--- src/rtl/lcc_regs.svh ---
// register offsets, field positions, reset values and cell constants
`ifndef LCC_REGS_SVH
`define LCC_REGS_SVH
`define LCC_NCELL 8
`define LCC_OFF_CTRL 32'h0000_0000
`define LCC_OFF_OPA 32'h0000_0004
`define LCC_OFF_OPB 32'h0000_0008
`define LCC_OFF_ALD 32'h0000_000c
`define LCC_OFF_LUT 32'h0000_0010
`define LCC_OFF_GSEL 32'h0000_0014
`define LCC_OFF_DIV 32'h0000_0018
`define LCC_OFF_RES 32'h0000_001c
`define LCC_OFF_STAT 32'h0000_0020
`define LCC_CTRL_OPM_LSB 0
`define LCC_CTRL_AM_LSB 2
`define LCC_CTRL_SCLR 5
`define LCC_CTRL_SLD 6
`define LCC_CTRL_CIN 7
`define LCC_RST_CTRL 8'h00
`define LCC_RST_OPA 8'h00
`define LCC_RST_OPB 8'h00
`define LCC_RST_ALD 8'h00
`define LCC_RST_LUT 16'h0000
`define LCC_RST_GSEL 8'h3f
`define LCC_RST_DIV 8'h00
`define LCC_SUM_MASK 8'h96
`define LCC_CRY_MASK 8'he8
`define LCC_RESP_OKAY 2'b00
`define LCC_RESP_SLVERR 2'b10
`endif

--- src/rtl/lcc_pkg.sv ---
// types shared by the cluster and its cells
package lcc_pkg;
    typedef enum logic [1:0] {
        LCC_OP_ADD = 2'b00,
        LCC_OP_ACC = 2'b01,
        LCC_OP_CNT = 2'b10,
        LCC_OP_LOG = 2'b11
    } lcc_op_e;
    typedef enum logic [2:0] {
        LCC_AM_CLR = 3'b000,
        LCC_AM_PRE = 3'b001,
        LCC_AM_CLRPRE = 3'b010,
        LCC_AM_LDCLR = 3'b011,
        LCC_AM_LDPRE = 3'b100,
        LCC_AM_LD = 3'b101
    } lcc_am_e;
endpackage

--- src/rtl/lcc_sync.sv ---
// two flip-flop synchroniser for a vector of pin levels
`timescale 1ns/1ns
module lcc_sync #(
    parameter int W = 6
) (
    input wire logic aclk, // clock
    input wire logic aresetn, // sync reset, active low
    input wire logic [W-1:0] din, // asynchronous levels
    output logic [W-1:0] dout // synchronised levels
);
    logic [W-1:0] meta;
    always_ff @(posedge aclk) begin
        if (!aresetn) begin
            meta <= '0;
            dout <= '0;
        end else begin
            meta <= din;
            dout <= meta;
        end
    end
endmodule

--- src/rtl/lcc_cell.sv ---
// one logic cell: lookup table, carry and cascade paths, one flipflop
`timescale 1ns/1ns
`include "lcc_regs.svh"
module lcc_cell (
    input wire logic aclk, // clock
    input wire logic aresetn, // sync reset, active low
    input wire lcc_pkg::lcc_op_e opm, // operating mode
    input wire lcc_pkg::lcc_am_e am, // flipflop control mode
    input wire logic [15:0] mask, // four-input table contents
    input wire logic [3:0] data, // data inputs, bit 3 async load data
    input wire logic cin, // carry from lower cell
    input wire logic casc_in, // cascade in, sync clear_n in counter
    input wire logic ena, // register enable
    input wire logic sload, // synchronous load
    input wire logic ctl_first, // first cluster control line
    input wire logic ctl_second, // second cluster control line
    output logic cout, // carry to next higher cell
    output logic casc_out, // cascade to next cell
    output logic out, // cell output
    output logic q // flipflop state
);
    logic b_in, s_add, c_add, s_cnt, c_cnt, comb, d, clr_n, pre_n, ald;
    logic arith, cnt;

    function automatic logic lut3(input logic [7:0] m, input logic a,
                                  input logic b, input logic c);
        lut3 = m[{c, b, a}];
    endfunction

    assign arith = (opm == lcc_pkg::LCC_OP_ADD) ||
                   (opm == lcc_pkg::LCC_OP_ACC);
    assign cnt = (opm == lcc_pkg::LCC_OP_CNT);
    assign b_in = (opm == lcc_pkg::LCC_OP_ACC) ? q : data[1]; // RULE6
    assign s_add = lut3(`LCC_SUM_MASK, data[0], b_in, cin); // RULE3
    assign c_add = lut3(`LCC_CRY_MASK, data[0], b_in, cin); // RULE4
    assign s_cnt = lut3(`LCC_SUM_MASK, q, cin, 1'b0); // RULE9
    assign c_cnt = lut3(`LCC_CRY_MASK, q, cin, 1'b0); // RULE9
    assign cout = cnt ? c_cnt : (arith ? c_add : 1'b0); // RULE4
    assign casc_out = (opm == lcc_pkg::LCC_OP_LOG) &
                      mask[data] & casc_in; // RULE1
    assign comb = (opm == lcc_pkg::LCC_OP_LOG) ? casc_out : s_add;
    // clear forces zero over both load and count
    assign d = cnt ? ((sload ? data[2] : s_cnt) & casc_in) : comb; // RULE10
    assign out = (opm == lcc_pkg::LCC_OP_ADD ||
                  opm == lcc_pkg::LCC_OP_LOG) ? comb : q; // RULE6

    // unused clear or preset stays high and never acts
    always_comb begin
        clr_n = 1'b1; // RULE12
        pre_n = 1'b1; // RULE12
        ald = 1'b0;
        case (am) // RULE14
            lcc_pkg::LCC_AM_CLR: clr_n = ctl_first;
            lcc_pkg::LCC_AM_PRE: pre_n = ctl_second;
            lcc_pkg::LCC_AM_CLRPRE: begin
                clr_n = ctl_first;
                pre_n = ctl_second;
            end
            lcc_pkg::LCC_AM_LDCLR: begin
                ald = ctl_first; // RULE13
                clr_n = ctl_second;
            end
            lcc_pkg::LCC_AM_LDPRE: begin
                ald = ctl_first; // RULE13
                pre_n = ctl_second;
            end
            lcc_pkg::LCC_AM_LD: ald = ctl_first; // RULE13
            default: ald = 1'b0;
        endcase
    end

    always_ff @(posedge aclk) begin
        if (!aresetn) begin
            q <= 1'b0;
        end else if (!clr_n) begin
            q <= 1'b0; // RULE12
        end else if (!pre_n) begin
            q <= 1'b1; // RULE12
        end else if (ald) begin
            q <= data[3]; // RULE13
        end else if (ena) begin
            q <= d; // RULE15
        end
    end

    property p_clr;
        @(posedge aclk) disable iff (!aresetn) !clr_n |=> !q;
    endproperty
    a_clr: assert property (p_clr) else $error("clear did not act"); // RULE12

    property p_ald;
        @(posedge aclk) disable iff (!aresetn)
            clr_n && pre_n && ald |=> q == $past(data[3]);
    endproperty
    a_ald: assert property (p_ald) else $error("async load lost"); // RULE13

    property p_sclr;
        @(posedge aclk) disable iff (!aresetn)
            cnt && clr_n && pre_n && !ald && ena && !casc_in |=> !q;
    endproperty
    a_sclr: assert property (p_sclr) else $error("sync clear lost"); // RULE10

    property p_count;
        @(posedge aclk) disable iff (!aresetn)
            cnt && clr_n && pre_n && !ald && ena && casc_in && !sload
            |=> q == ($past(q) ^ $past(cin));
    endproperty
    a_count: assert property (p_count) else $error("count wrong"); // RULE15

    property p_sum;
        @(posedge aclk) disable iff (!aresetn)
            opm == lcc_pkg::LCC_OP_ADD |-> out == (data[0] ^ data[1] ^ cin);
    endproperty
    a_sum: assert property (p_sum) else $error("sum wrong"); // RULE3

    property p_carry;
        @(posedge aclk) disable iff (!aresetn)
            arith |-> cout == ((data[0] & b_in) | (cin & (data[0] ^ b_in)));
    endproperty
    a_carry: assert property (p_carry) else $error("carry wrong"); // RULE4
endmodule

--- src/rtl/lcc_cluster.sv ---
// cluster of eight logic cells with carry-out cell and AXI4-Lite registers
//
// Our own choices: the AXI4-Lite slave port and the register offsets.
`timescale 1ns/1ns
`include "lcc_regs.svh"
// Functional notes
// RULE1 - each cell: four-input table, one flipflop, carry and cascade paths
// RULE2 - eight cells form a cluster sharing one local interconnect
// RULE3 - adder: table part forms sum of two bits and carry in
// RULE4 - other table part plus carry logic feeds next cell's carry directly
// RULE5 - n-bit adder uses n+1 cells; last presents final carry as signal
// RULE6 - flipflop bypassed for plain adder or registering sum as accumulator
// RULE7 - clearable counter: synchronous clear replaces up/down control
// RULE8 - clearable counter: cascade input carries the synchronous clear
// RULE9 - counter: table split into two three-input functions, data and carry
// RULE10 - load/count multiplexer ANDed with clear; clear wins over load
// RULE11 - six control inputs; four drive globals, internal logic may drive
// RULE12 - clear and preset active low; unused ones held high
// RULE13 - async load with first control asserted takes fourth data input
// RULE14 - flipflop control has six modes of clear, preset and load
// RULE15 - no load or clear: counter takes value plus carry in
module lcc_cluster (
    input wire logic aclk, // clock
    input wire logic aresetn, // sync reset, active low
    input wire logic [5:0] ded_in, // dedicated control pins
    input wire logic [31:0] s_axi_awaddr, // write address
    input wire logic [2:0] s_axi_awprot, // write protection, unused
    input wire logic s_axi_awvalid, // write address valid
    output logic s_axi_awready, // write address ready
    input wire logic [31:0] s_axi_wdata, // write data
    input wire logic [3:0] s_axi_wstrb, // write byte strobes
    input wire logic s_axi_wvalid, // write data valid
    output logic s_axi_wready, // write data ready
    output logic [1:0] s_axi_bresp, // write response
    output logic s_axi_bvalid, // write response valid
    input wire logic s_axi_bready, // write response ready
    input wire logic [31:0] s_axi_araddr, // read address
    input wire logic [2:0] s_axi_arprot, // read protection, unused
    input wire logic s_axi_arvalid, // read address valid
    output logic s_axi_arready, // read address ready
    output logic [31:0] s_axi_rdata, // read data
    output logic [1:0] s_axi_rresp, // read response
    output logic s_axi_rvalid, // read data valid
    input wire logic s_axi_rready, // read data ready
    output logic [7:0] result, // registered cell outputs
    output logic carry_final, // registered final carry
    output logic cascade_final // registered cascade chain end
);
    // software-visible state
    logic [7:0] ctrl, opa, opb, ald_data, gsel, div;
    logic [15:0] lut_mask;
    // write channel state
    logic aw_got, w_got, wr_do;
    logic next_aw_got, next_w_got, next_bvalid, next_rvalid;
    logic [31:0] wr_addr, wr_data;
    logic [3:0] wr_strb;
    logic [31:0] rd_word;
    logic rd_err, wr_err;
    // cluster control state
    logic [5:0] ded_s;
    logic [7:0] div_cnt;
    logic tick;
    logic [3:0] g_int, glob;
    logic sync_clear_n, sync_load, cin0;
    lcc_pkg::lcc_op_e opm;
    lcc_pkg::lcc_am_e am;
    // cell wiring, index 8 is the carry-out cell
    logic [`LCC_NCELL:0] carry, casc, cell_out, cell_q;
    logic [`LCC_NCELL-1:0] casc_src;

    function automatic logic [31:0] merge(input logic [31:0] old,
                                          input logic [31:0] nw,
                                          input logic [3:0] strb);
        logic [31:0] r;
        r = old;
        for (int i = 0; i < 4; i++) begin
            if (strb[i]) begin
                r[i*8 +: 8] = nw[i*8 +: 8];
            end
        end
        merge = r;
    endfunction

    function automatic logic mapped(input logic [31:0] a);
        mapped = (a[31:2] <= `LCC_OFF_STAT >> 2);
    endfunction

    lcc_sync #(
        .W(6)
    ) u_sync (
        .aclk(aclk),
        .aresetn(aresetn),
        .din(ded_in),
        .dout(ded_s)
    );

    // write address and data may arrive in either order
    assign wr_do = aw_got && w_got && !s_axi_bvalid;
    assign wr_err = !mapped(wr_addr) || wr_addr[31:2] ==
                    `LCC_OFF_RES >> 2 || wr_addr[31:2] == `LCC_OFF_STAT >> 2;

    always_comb begin
        next_aw_got = aw_got;
        next_w_got = w_got;
        next_bvalid = s_axi_bvalid;
        if (s_axi_awvalid && s_axi_awready) begin
            next_aw_got = 1'b1;
        end else if (wr_do) begin
            next_aw_got = 1'b0;
        end
        if (s_axi_wvalid && s_axi_wready) begin
            next_w_got = 1'b1;
        end else if (wr_do) begin
            next_w_got = 1'b0;
        end
        if (wr_do) begin
            next_bvalid = 1'b1;
        end else if (s_axi_bvalid && s_axi_bready) begin
            next_bvalid = 1'b0;
        end
    end

    always_ff @(posedge aclk) begin
        if (!aresetn) begin
            aw_got <= 1'b0;
            w_got <= 1'b0;
            s_axi_awready <= 1'b0;
            s_axi_wready <= 1'b0;
            s_axi_bvalid <= 1'b0;
            s_axi_bresp <= `LCC_RESP_OKAY;
            wr_addr <= 32'h0000_0000;
            wr_data <= 32'h0000_0000;
            wr_strb <= 4'h0;
        end else begin
            aw_got <= next_aw_got;
            w_got <= next_w_got;
            s_axi_bvalid <= next_bvalid;
            s_axi_awready <= !next_aw_got && !next_bvalid;
            s_axi_wready <= !next_w_got && !next_bvalid;
            if (s_axi_awvalid && s_axi_awready) begin
                wr_addr <= s_axi_awaddr;
            end
            if (s_axi_wvalid && s_axi_wready) begin
                wr_data <= s_axi_wdata;
                wr_strb <= s_axi_wstrb;
            end
            if (wr_do) begin
                s_axi_bresp <= wr_err ? `LCC_RESP_SLVERR : `LCC_RESP_OKAY;
            end
        end
    end

    // register file, written on the same edge that raises the response
    always_ff @(posedge aclk) begin
        if (!aresetn) begin
            ctrl <= `LCC_RST_CTRL;
            opa <= `LCC_RST_OPA;
            opb <= `LCC_RST_OPB;
            ald_data <= `LCC_RST_ALD;
            lut_mask <= `LCC_RST_LUT;
            gsel <= `LCC_RST_GSEL;
            div <= `LCC_RST_DIV;
        end else if (wr_do) begin
            if (wr_addr[31:2] == `LCC_OFF_CTRL >> 2) begin
                ctrl <= 8'(merge({24'h0, ctrl}, wr_data, wr_strb));
            end else if (wr_addr[31:2] == `LCC_OFF_OPA >> 2) begin
                opa <= 8'(merge({24'h0, opa}, wr_data, wr_strb));
            end else if (wr_addr[31:2] == `LCC_OFF_OPB >> 2) begin
                opb <= 8'(merge({24'h0, opb}, wr_data, wr_strb));
            end else if (wr_addr[31:2] == `LCC_OFF_ALD >> 2) begin
                ald_data <= 8'(merge({24'h0, ald_data}, wr_data, wr_strb));
            end else if (wr_addr[31:2] == `LCC_OFF_LUT >> 2) begin
                lut_mask <= 16'(merge({16'h0, lut_mask}, wr_data, wr_strb));
            end else if (wr_addr[31:2] == `LCC_OFF_GSEL >> 2) begin
                gsel <= 8'(merge({24'h0, gsel}, wr_data, wr_strb));
            end else if (wr_addr[31:2] == `LCC_OFF_DIV >> 2) begin
                div <= 8'(merge({24'h0, div}, wr_data, wr_strb));
            end
        end
    end

    // read decode
    always_comb begin
        rd_word = 32'h0000_0000;
        rd_err = 1'b0;
        if (s_axi_araddr[31:2] == `LCC_OFF_CTRL >> 2) begin
            rd_word = {24'h0, ctrl};
        end else if (s_axi_araddr[31:2] == `LCC_OFF_OPA >> 2) begin
            rd_word = {24'h0, opa};
        end else if (s_axi_araddr[31:2] == `LCC_OFF_OPB >> 2) begin
            rd_word = {24'h0, opb};
        end else if (s_axi_araddr[31:2] == `LCC_OFF_ALD >> 2) begin
            rd_word = {24'h0, ald_data};
        end else if (s_axi_araddr[31:2] == `LCC_OFF_LUT >> 2) begin
            rd_word = {16'h0, lut_mask};
        end else if (s_axi_araddr[31:2] == `LCC_OFF_GSEL >> 2) begin
            rd_word = {24'h0, gsel};
        end else if (s_axi_araddr[31:2] == `LCC_OFF_DIV >> 2) begin
            rd_word = {24'h0, div};
        end else if (s_axi_araddr[31:2] == `LCC_OFF_RES >> 2) begin
            rd_word = {22'h0, cascade_final, carry_final, result};
        end else if (s_axi_araddr[31:2] == `LCC_OFF_STAT >> 2) begin
            rd_word = {12'h0, glob, cell_q[7:0], 2'h0, ded_s};
        end else begin
            rd_err = 1'b1;
        end
    end

    always_comb begin
        next_rvalid = s_axi_rvalid;
        if (s_axi_arvalid && s_axi_arready) begin
            next_rvalid = 1'b1;
        end else if (s_axi_rvalid && s_axi_rready) begin
            next_rvalid = 1'b0;
        end
    end

    always_ff @(posedge aclk) begin
        if (!aresetn) begin
            s_axi_arready <= 1'b0;
            s_axi_rvalid <= 1'b0;
            s_axi_rdata <= 32'h0000_0000;
            s_axi_rresp <= `LCC_RESP_OKAY;
        end else begin
            s_axi_rvalid <= next_rvalid;
            s_axi_arready <= !next_rvalid;
            if (s_axi_arvalid && s_axi_arready) begin
                s_axi_rdata <= rd_word;
                s_axi_rresp <= rd_err ? `LCC_RESP_SLVERR : `LCC_RESP_OKAY;
            end
        end
    end

    // divided enable, one pulse every div+1 cycles
    always_ff @(posedge aclk) begin
        if (!aresetn) begin
            div_cnt <= 8'h00;
            tick <= 1'b0;
        end else if (div_cnt >= div) begin
            div_cnt <= 8'h00;
            tick <= 1'b1;
        end else begin
            div_cnt <= div_cnt + 8'h01;
            tick <= 1'b0;
        end
    end

    // four globals: pin or internal source per bit
    assign g_int = {gsel[7], tick, gsel[5], gsel[4]}; // RULE11
    always_comb begin
        for (int i = 0; i < 4; i++) begin
            glob[i] = gsel[i] ? g_int[i] : ded_s[i]; // RULE11
        end
    end

    assign opm = lcc_pkg::lcc_op_e'(ctrl[`LCC_CTRL_OPM_LSB +: 2]);
    assign am = lcc_pkg::lcc_am_e'(ctrl[`LCC_CTRL_AM_LSB +: 3]);
    // remaining two dedicated inputs drive the sync clear and the carry in
    assign sync_clear_n = !ctrl[`LCC_CTRL_SCLR] && ded_s[4]; // RULE7
    assign sync_load = ctrl[`LCC_CTRL_SLD] || glob[3];
    assign cin0 = ctrl[`LCC_CTRL_CIN] || ded_s[5];
    assign carry[0] = cin0;
    assign casc[0] = 1'b1;

    // cascade chains in logic mode; carries sync clear in counter mode
    always_comb begin
        for (int i = 0; i < `LCC_NCELL; i++) begin
            casc_src[i] = (opm == lcc_pkg::LCC_OP_CNT) ?
                          sync_clear_n : casc[i]; // RULE8
        end
    end

    // cells share operands, mask and controls over the local interconnect
    for (genvar i = 0; i < `LCC_NCELL; i++) begin : g_cell // RULE2
        lcc_cell u_cell (
            .aclk(aclk),
            .aresetn(aresetn),
            .opm(opm),
            .am(am),
            .mask(lut_mask),
            .data({ald_data[i], opb[i], opb[i], opa[i]}),
            .cin(carry[i]), // RULE4
            .casc_in(casc_src[i]),
            .ena(glob[2]),
            .sload(sync_load),
            .ctl_first(glob[0]),
            .ctl_second(glob[1]),
            .cout(carry[i+1]),
            .casc_out(casc[i+1]),
            .out(cell_out[i]),
            .q(cell_q[i])
        );
    end

    // ninth cell turns the final carry into a general signal
    lcc_cell u_carry_cell (
        .aclk(aclk),
        .aresetn(aresetn),
        .opm(lcc_pkg::LCC_OP_ADD),
        .am(lcc_pkg::LCC_AM_CLR),
        .mask(16'h0000),
        .data(4'h0),
        .cin(carry[`LCC_NCELL]), // RULE5
        .casc_in(1'b1),
        .ena(1'b0),
        .sload(1'b0),
        .ctl_first(1'b1),
        .ctl_second(1'b1),
        .cout(),
        .casc_out(),
        .out(cell_out[`LCC_NCELL]),
        .q(cell_q[`LCC_NCELL])
    );

    always_ff @(posedge aclk) begin
        if (!aresetn) begin
            result <= 8'h00;
            carry_final <= 1'b0;
            cascade_final <= 1'b0;
        end else begin
            result <= cell_out[`LCC_NCELL-1:0];
            carry_final <= cell_out[`LCC_NCELL]; // RULE5
            cascade_final <= casc[`LCC_NCELL];
        end
    end

    property p_bhold;
        @(posedge aclk) disable iff (!aresetn)
            s_axi_bvalid && !s_axi_bready |=> s_axi_bvalid;
    endproperty
    a_bhold: assert property (p_bhold) else $error("bvalid dropped");

    property p_rdlat;
        @(posedge aclk) disable iff (!aresetn)
            s_axi_arvalid && s_axi_arready |=> s_axi_rvalid;
    endproperty
    a_rdlat: assert property (p_rdlat) else $error("read late");

    property p_final;
        @(posedge aclk) disable iff (!aresetn)
            opm == lcc_pkg::LCC_OP_ADD
            |=> carry_final == $past(carry[`LCC_NCELL]);
    endproperty
    a_final: assert property (p_final) else $error("final carry lost"); // RULE5

    property p_glob;
        @(posedge aclk) disable iff (!aresetn)
            !gsel[0] |-> glob[0] == ded_s[0];
    endproperty
    a_glob: assert property (p_glob) else $error("global from pin"); // RULE11

    property p_cascclr;
        @(posedge aclk) disable iff (!aresetn)
            opm == lcc_pkg::LCC_OP_CNT |-> casc_src[0] == sync_clear_n;
    endproperty
    a_cascclr: assert property (p_cascclr) else $error("clear path"); // RULE8
endmodule

--- config.mk ---
export PLATFORM = sky130hd
export DESIGN_NAME = lcc_cluster
export DESIGN_NICKNAME = d
export VERILOG_FILES = /design/src/rtl/lcc_pkg.sv /design/src/rtl/lcc_sync.sv /design/src/rtl/lcc_cell.sv /design/src/rtl/lcc_cluster.sv
export VERILOG_INCLUDE_DIRS = /design/src /design/src/rtl
export SDC_FILE = /design/constraint.sdc
export NUM_CORES = 1
export LEC_CHECK = 0
export BUFFER_PORTS_ARGS = -buffer_cell sky130_fd_sc_hd__buf_2
export CORE_MARGIN = 4
export CORE_UTILIZATION = 54
export CTS_BUF_LIST = sky130_fd_sc_hd__clkbuf_8
export CTS_CLUSTER_DIAMETER = 30
export CTS_CLUSTER_SIZE = 28
export DETAILED_ROUTE_END_ITERATION = 8
export PLACE_DENSITY = 0.87
export SETUP_SLACK_MARGIN = 0.2
export SLEW_MARGIN = 20
export SYNTH_ARGS = -nofsm -noshare
export SYNTH_HDL_FRONTEND = slang
export SYNTH_HIERARCHICAL = 1
export SYNTH_SLANG_ARGS = --single-unit
--- constraint.sdc ---
create_clock -name aclk -period 9.2 [get_ports aclk]
set_input_delay 1.84 -clock aclk [delete_from_list [all_inputs] [get_ports aclk]]
set_output_delay 1.84 -clock aclk [all_outputs]
set_load 0.01 [all_outputs]
==> impl_results.md <==
* YS warnings at 6
* Clk pwr share at 36.8%
* DRC errors left at 0
* Avg Vias per Cell at 6.12
* Layout cells sized above 1 at 17.4%
* Max-slew headroom at 32.8%
* Hold path start: u_sync/meta[2]
* Final setup viols at 0
* # IOs at 170
* Fin crit share at 94.0%
* Drt wl/cell at 19.7 um
* CTS root buffer: clkbuf_8
* TNS Setup at 0 ns
* Ant diodes at 0
* Slack of the worst reg-to-reg path at 0.56 ns
* Post-Route WL at 37200 um
* Maximum capacitance violations at 0
* CTS Sinks at 181
* Comb power frac at 10.1%
* Required @ worst endpoint at 9.63 ns
* PortBufs at 127
* Clock Path Buffers at 2
* H-tree Lvls at 4
* Hold buffers post-CTS at 0
* Register share of total power at 53.2%
* 1st-iter DRT viols at 1323
* Switching power at 483 uW
* Clock transition at path regs at 0.11 ns
* Routability Congestion at 1.03
* GR Util met1 at 37.8%
* Worst R2R End: result[7]
* Critical path class: reg2reg
* Die H at 157 um
* Cts repair resizes at 2
* Starting Density at 54.8%
* Final HPWL DP at 27000 um
* Placed cell areas at 13000 um2
* Min Tclk post-route at 8.64 ns
* Layout Nets at 1789
* Arrival time worst endpoint at 9.07 ns
* Internal Power at 1080 uW
* Row Count at 54
* RSZ-0062 raised after global routing: yes
* Measured slew at the worst slew-check pin at 1.01 ns
* Lkg Pwr at 0.00553 uW
* TritonCTS Buffers at 17
* Max incr delay on CP at 0.55 ns
* Via count at 11600
* Synthesized area at 11900 um2
* Area grow syn2layout at 13.2%
* 1st-pass router iterations at 6
* Status: complete, no violations
* Met3 global-route usage at 7.83%
* Sw Ratio at 30.9%
* Cells after Synth at 1420
* Worst Hold Path EP: u_sync/dout[2]
* CTS tree: done
* R2r worst-path depth at 41
* Die ar. at 24500 um2
* Crit start category: flip-flop
* Pwr/cell area at 116 nW/um2
* VDD IR-drop max at 0.000105 V
* Antenna viol nets, final at 0
* Worst Skew at 0.0172 ns
* Slowest-stage cell, CP: dfxtp_2
* CP max FO at 13
* Die width at 157 um
* Vias in the first global route at 10700
* Clk_lat worst skew at 0.49 ns
* Antenna violations before repair at 0
* Global route overflow at 0
* Max Freq at 116 MHz
* M2 GR Usage at 45.1%
* Hold/Removal Path Class: reg2reg
* Hold path depth at 1
* Largest net degree at the start of global routing at 111
* GRT Overall Usage at 29.4%
* Design Area, Final at 13500 um2
* Core Box Area at 21800 um2
* Final hold viol count at 0
* First-pass GRT wire length at 57000 um
* Top Usage Layer GRT: met2
* Critical R2R Launch: opa[0]
* Postcts setup bufs at 0
* Avg Inst Size Synth at 8.40 um2
* Fin. max-slew vios at 0
* Crit. End Element: flip-flop
* Most Frequent Cell on Critical Path: a21oi_1
## cells in the final DEF (no fill, tap or decap), types with 10 or more instances in the layout
cell type  count
nor3_1        31
buf_4         28
nor4_1        23
a211oi_1      23
clkbuf_8      17
o221ai_1      18
and2_1        20
conb_1        75
nand3_1       38
inv_1         85
a2111oi_0     10
mux4_2        19
and2b_4       18
dfxtp_1      180
nor2_1       145
o21ai_0       32
nand3b_1      12
buf_2        127
a2111oi_2     15
mux2i_1      115
ha_1          72
xor2_1        14
nand2_1      208
a21oi_1       96
o31ai_1       12
## layer usage
layer | share of wire [%] | vias to the layer above
met1 | 39 | 5385
met2 | 44 | 702
met4 | 6.6 | 0
li1 | - | 5303
met5 | 0 | -
met3 | 11 | 174
## sequential cells by signal, indices dropped and copies added, names as in the netlist, 2 cells and up
name and flops:
u_sync/dout 6, result 8, g_cell.u_cell/q 8, div_cnt 8, opa 8, ctrl 8
wr_strb 2, div 8, gsel 8, u_sync/meta 6, wr_data 16, s_axi_rdata 20
opb 8, ald_data 8, wr_addr 30, lut_mask 16
## per-stage QoR
stage               hold slack, ns  instances  total power (uW)  setup slack, ns  util (%)
floorplan                    0.412       1493               944            0.453         -
global placement             0.421       1859               996            0.331      59.8
detailed placement           0.420       1859              1000          -0.0384      59.8
CTS                          0.445       1891              1560            0.228      61.8
global route                 0.457       1891              1620           0.0597      62.0
finish                       0.444       1891              1560            0.555      62.0
## worst max-delay path, delay by kind of cell, from the launching register on
family	cells	cell delay [ns]
AOI/OAI and AO/OA	16	4.00
and+or+nand+nor	24	3.74
DFF	1	0.55
muxes	1	0.30
## worst max-delay path by stage
stage,from,end,slack [ns],cells past startpoint
4_1_cts,opa[0],result[7],0.23,41
3_3_place_gp,opa[0],result[7],0.33,41
2_1_floorplan,ctrl[0],result[7],0.45,44
3_5_place_dp,opa[0],result[7],-0.04,41
6_report,opa[0],result[7],0.56,41
5_1_grt,ctrl[0],result[7],0.06,43
## area by class of cell
class                      instances  area, um2
fill                            1827       8260
tap                              280        350
multi-input combinational       1147       7750
inverter                          95        482
timing repair buffer             156        857
sequential                       181       3620
clock inverter                    15        196
clock buffer                      17        234
## power groups by stage
stage	registers (uW)	clock network [uW]	logic, uW
6_report	831	575	157
5_1_grt	833	607	175
4_1_cts	830	577	153
3_5_place_dp	847	0	153
3_3_place_gp	846	0	149
2_1_floorplan	840	0	103
Power figures use the tool's default switching activity.
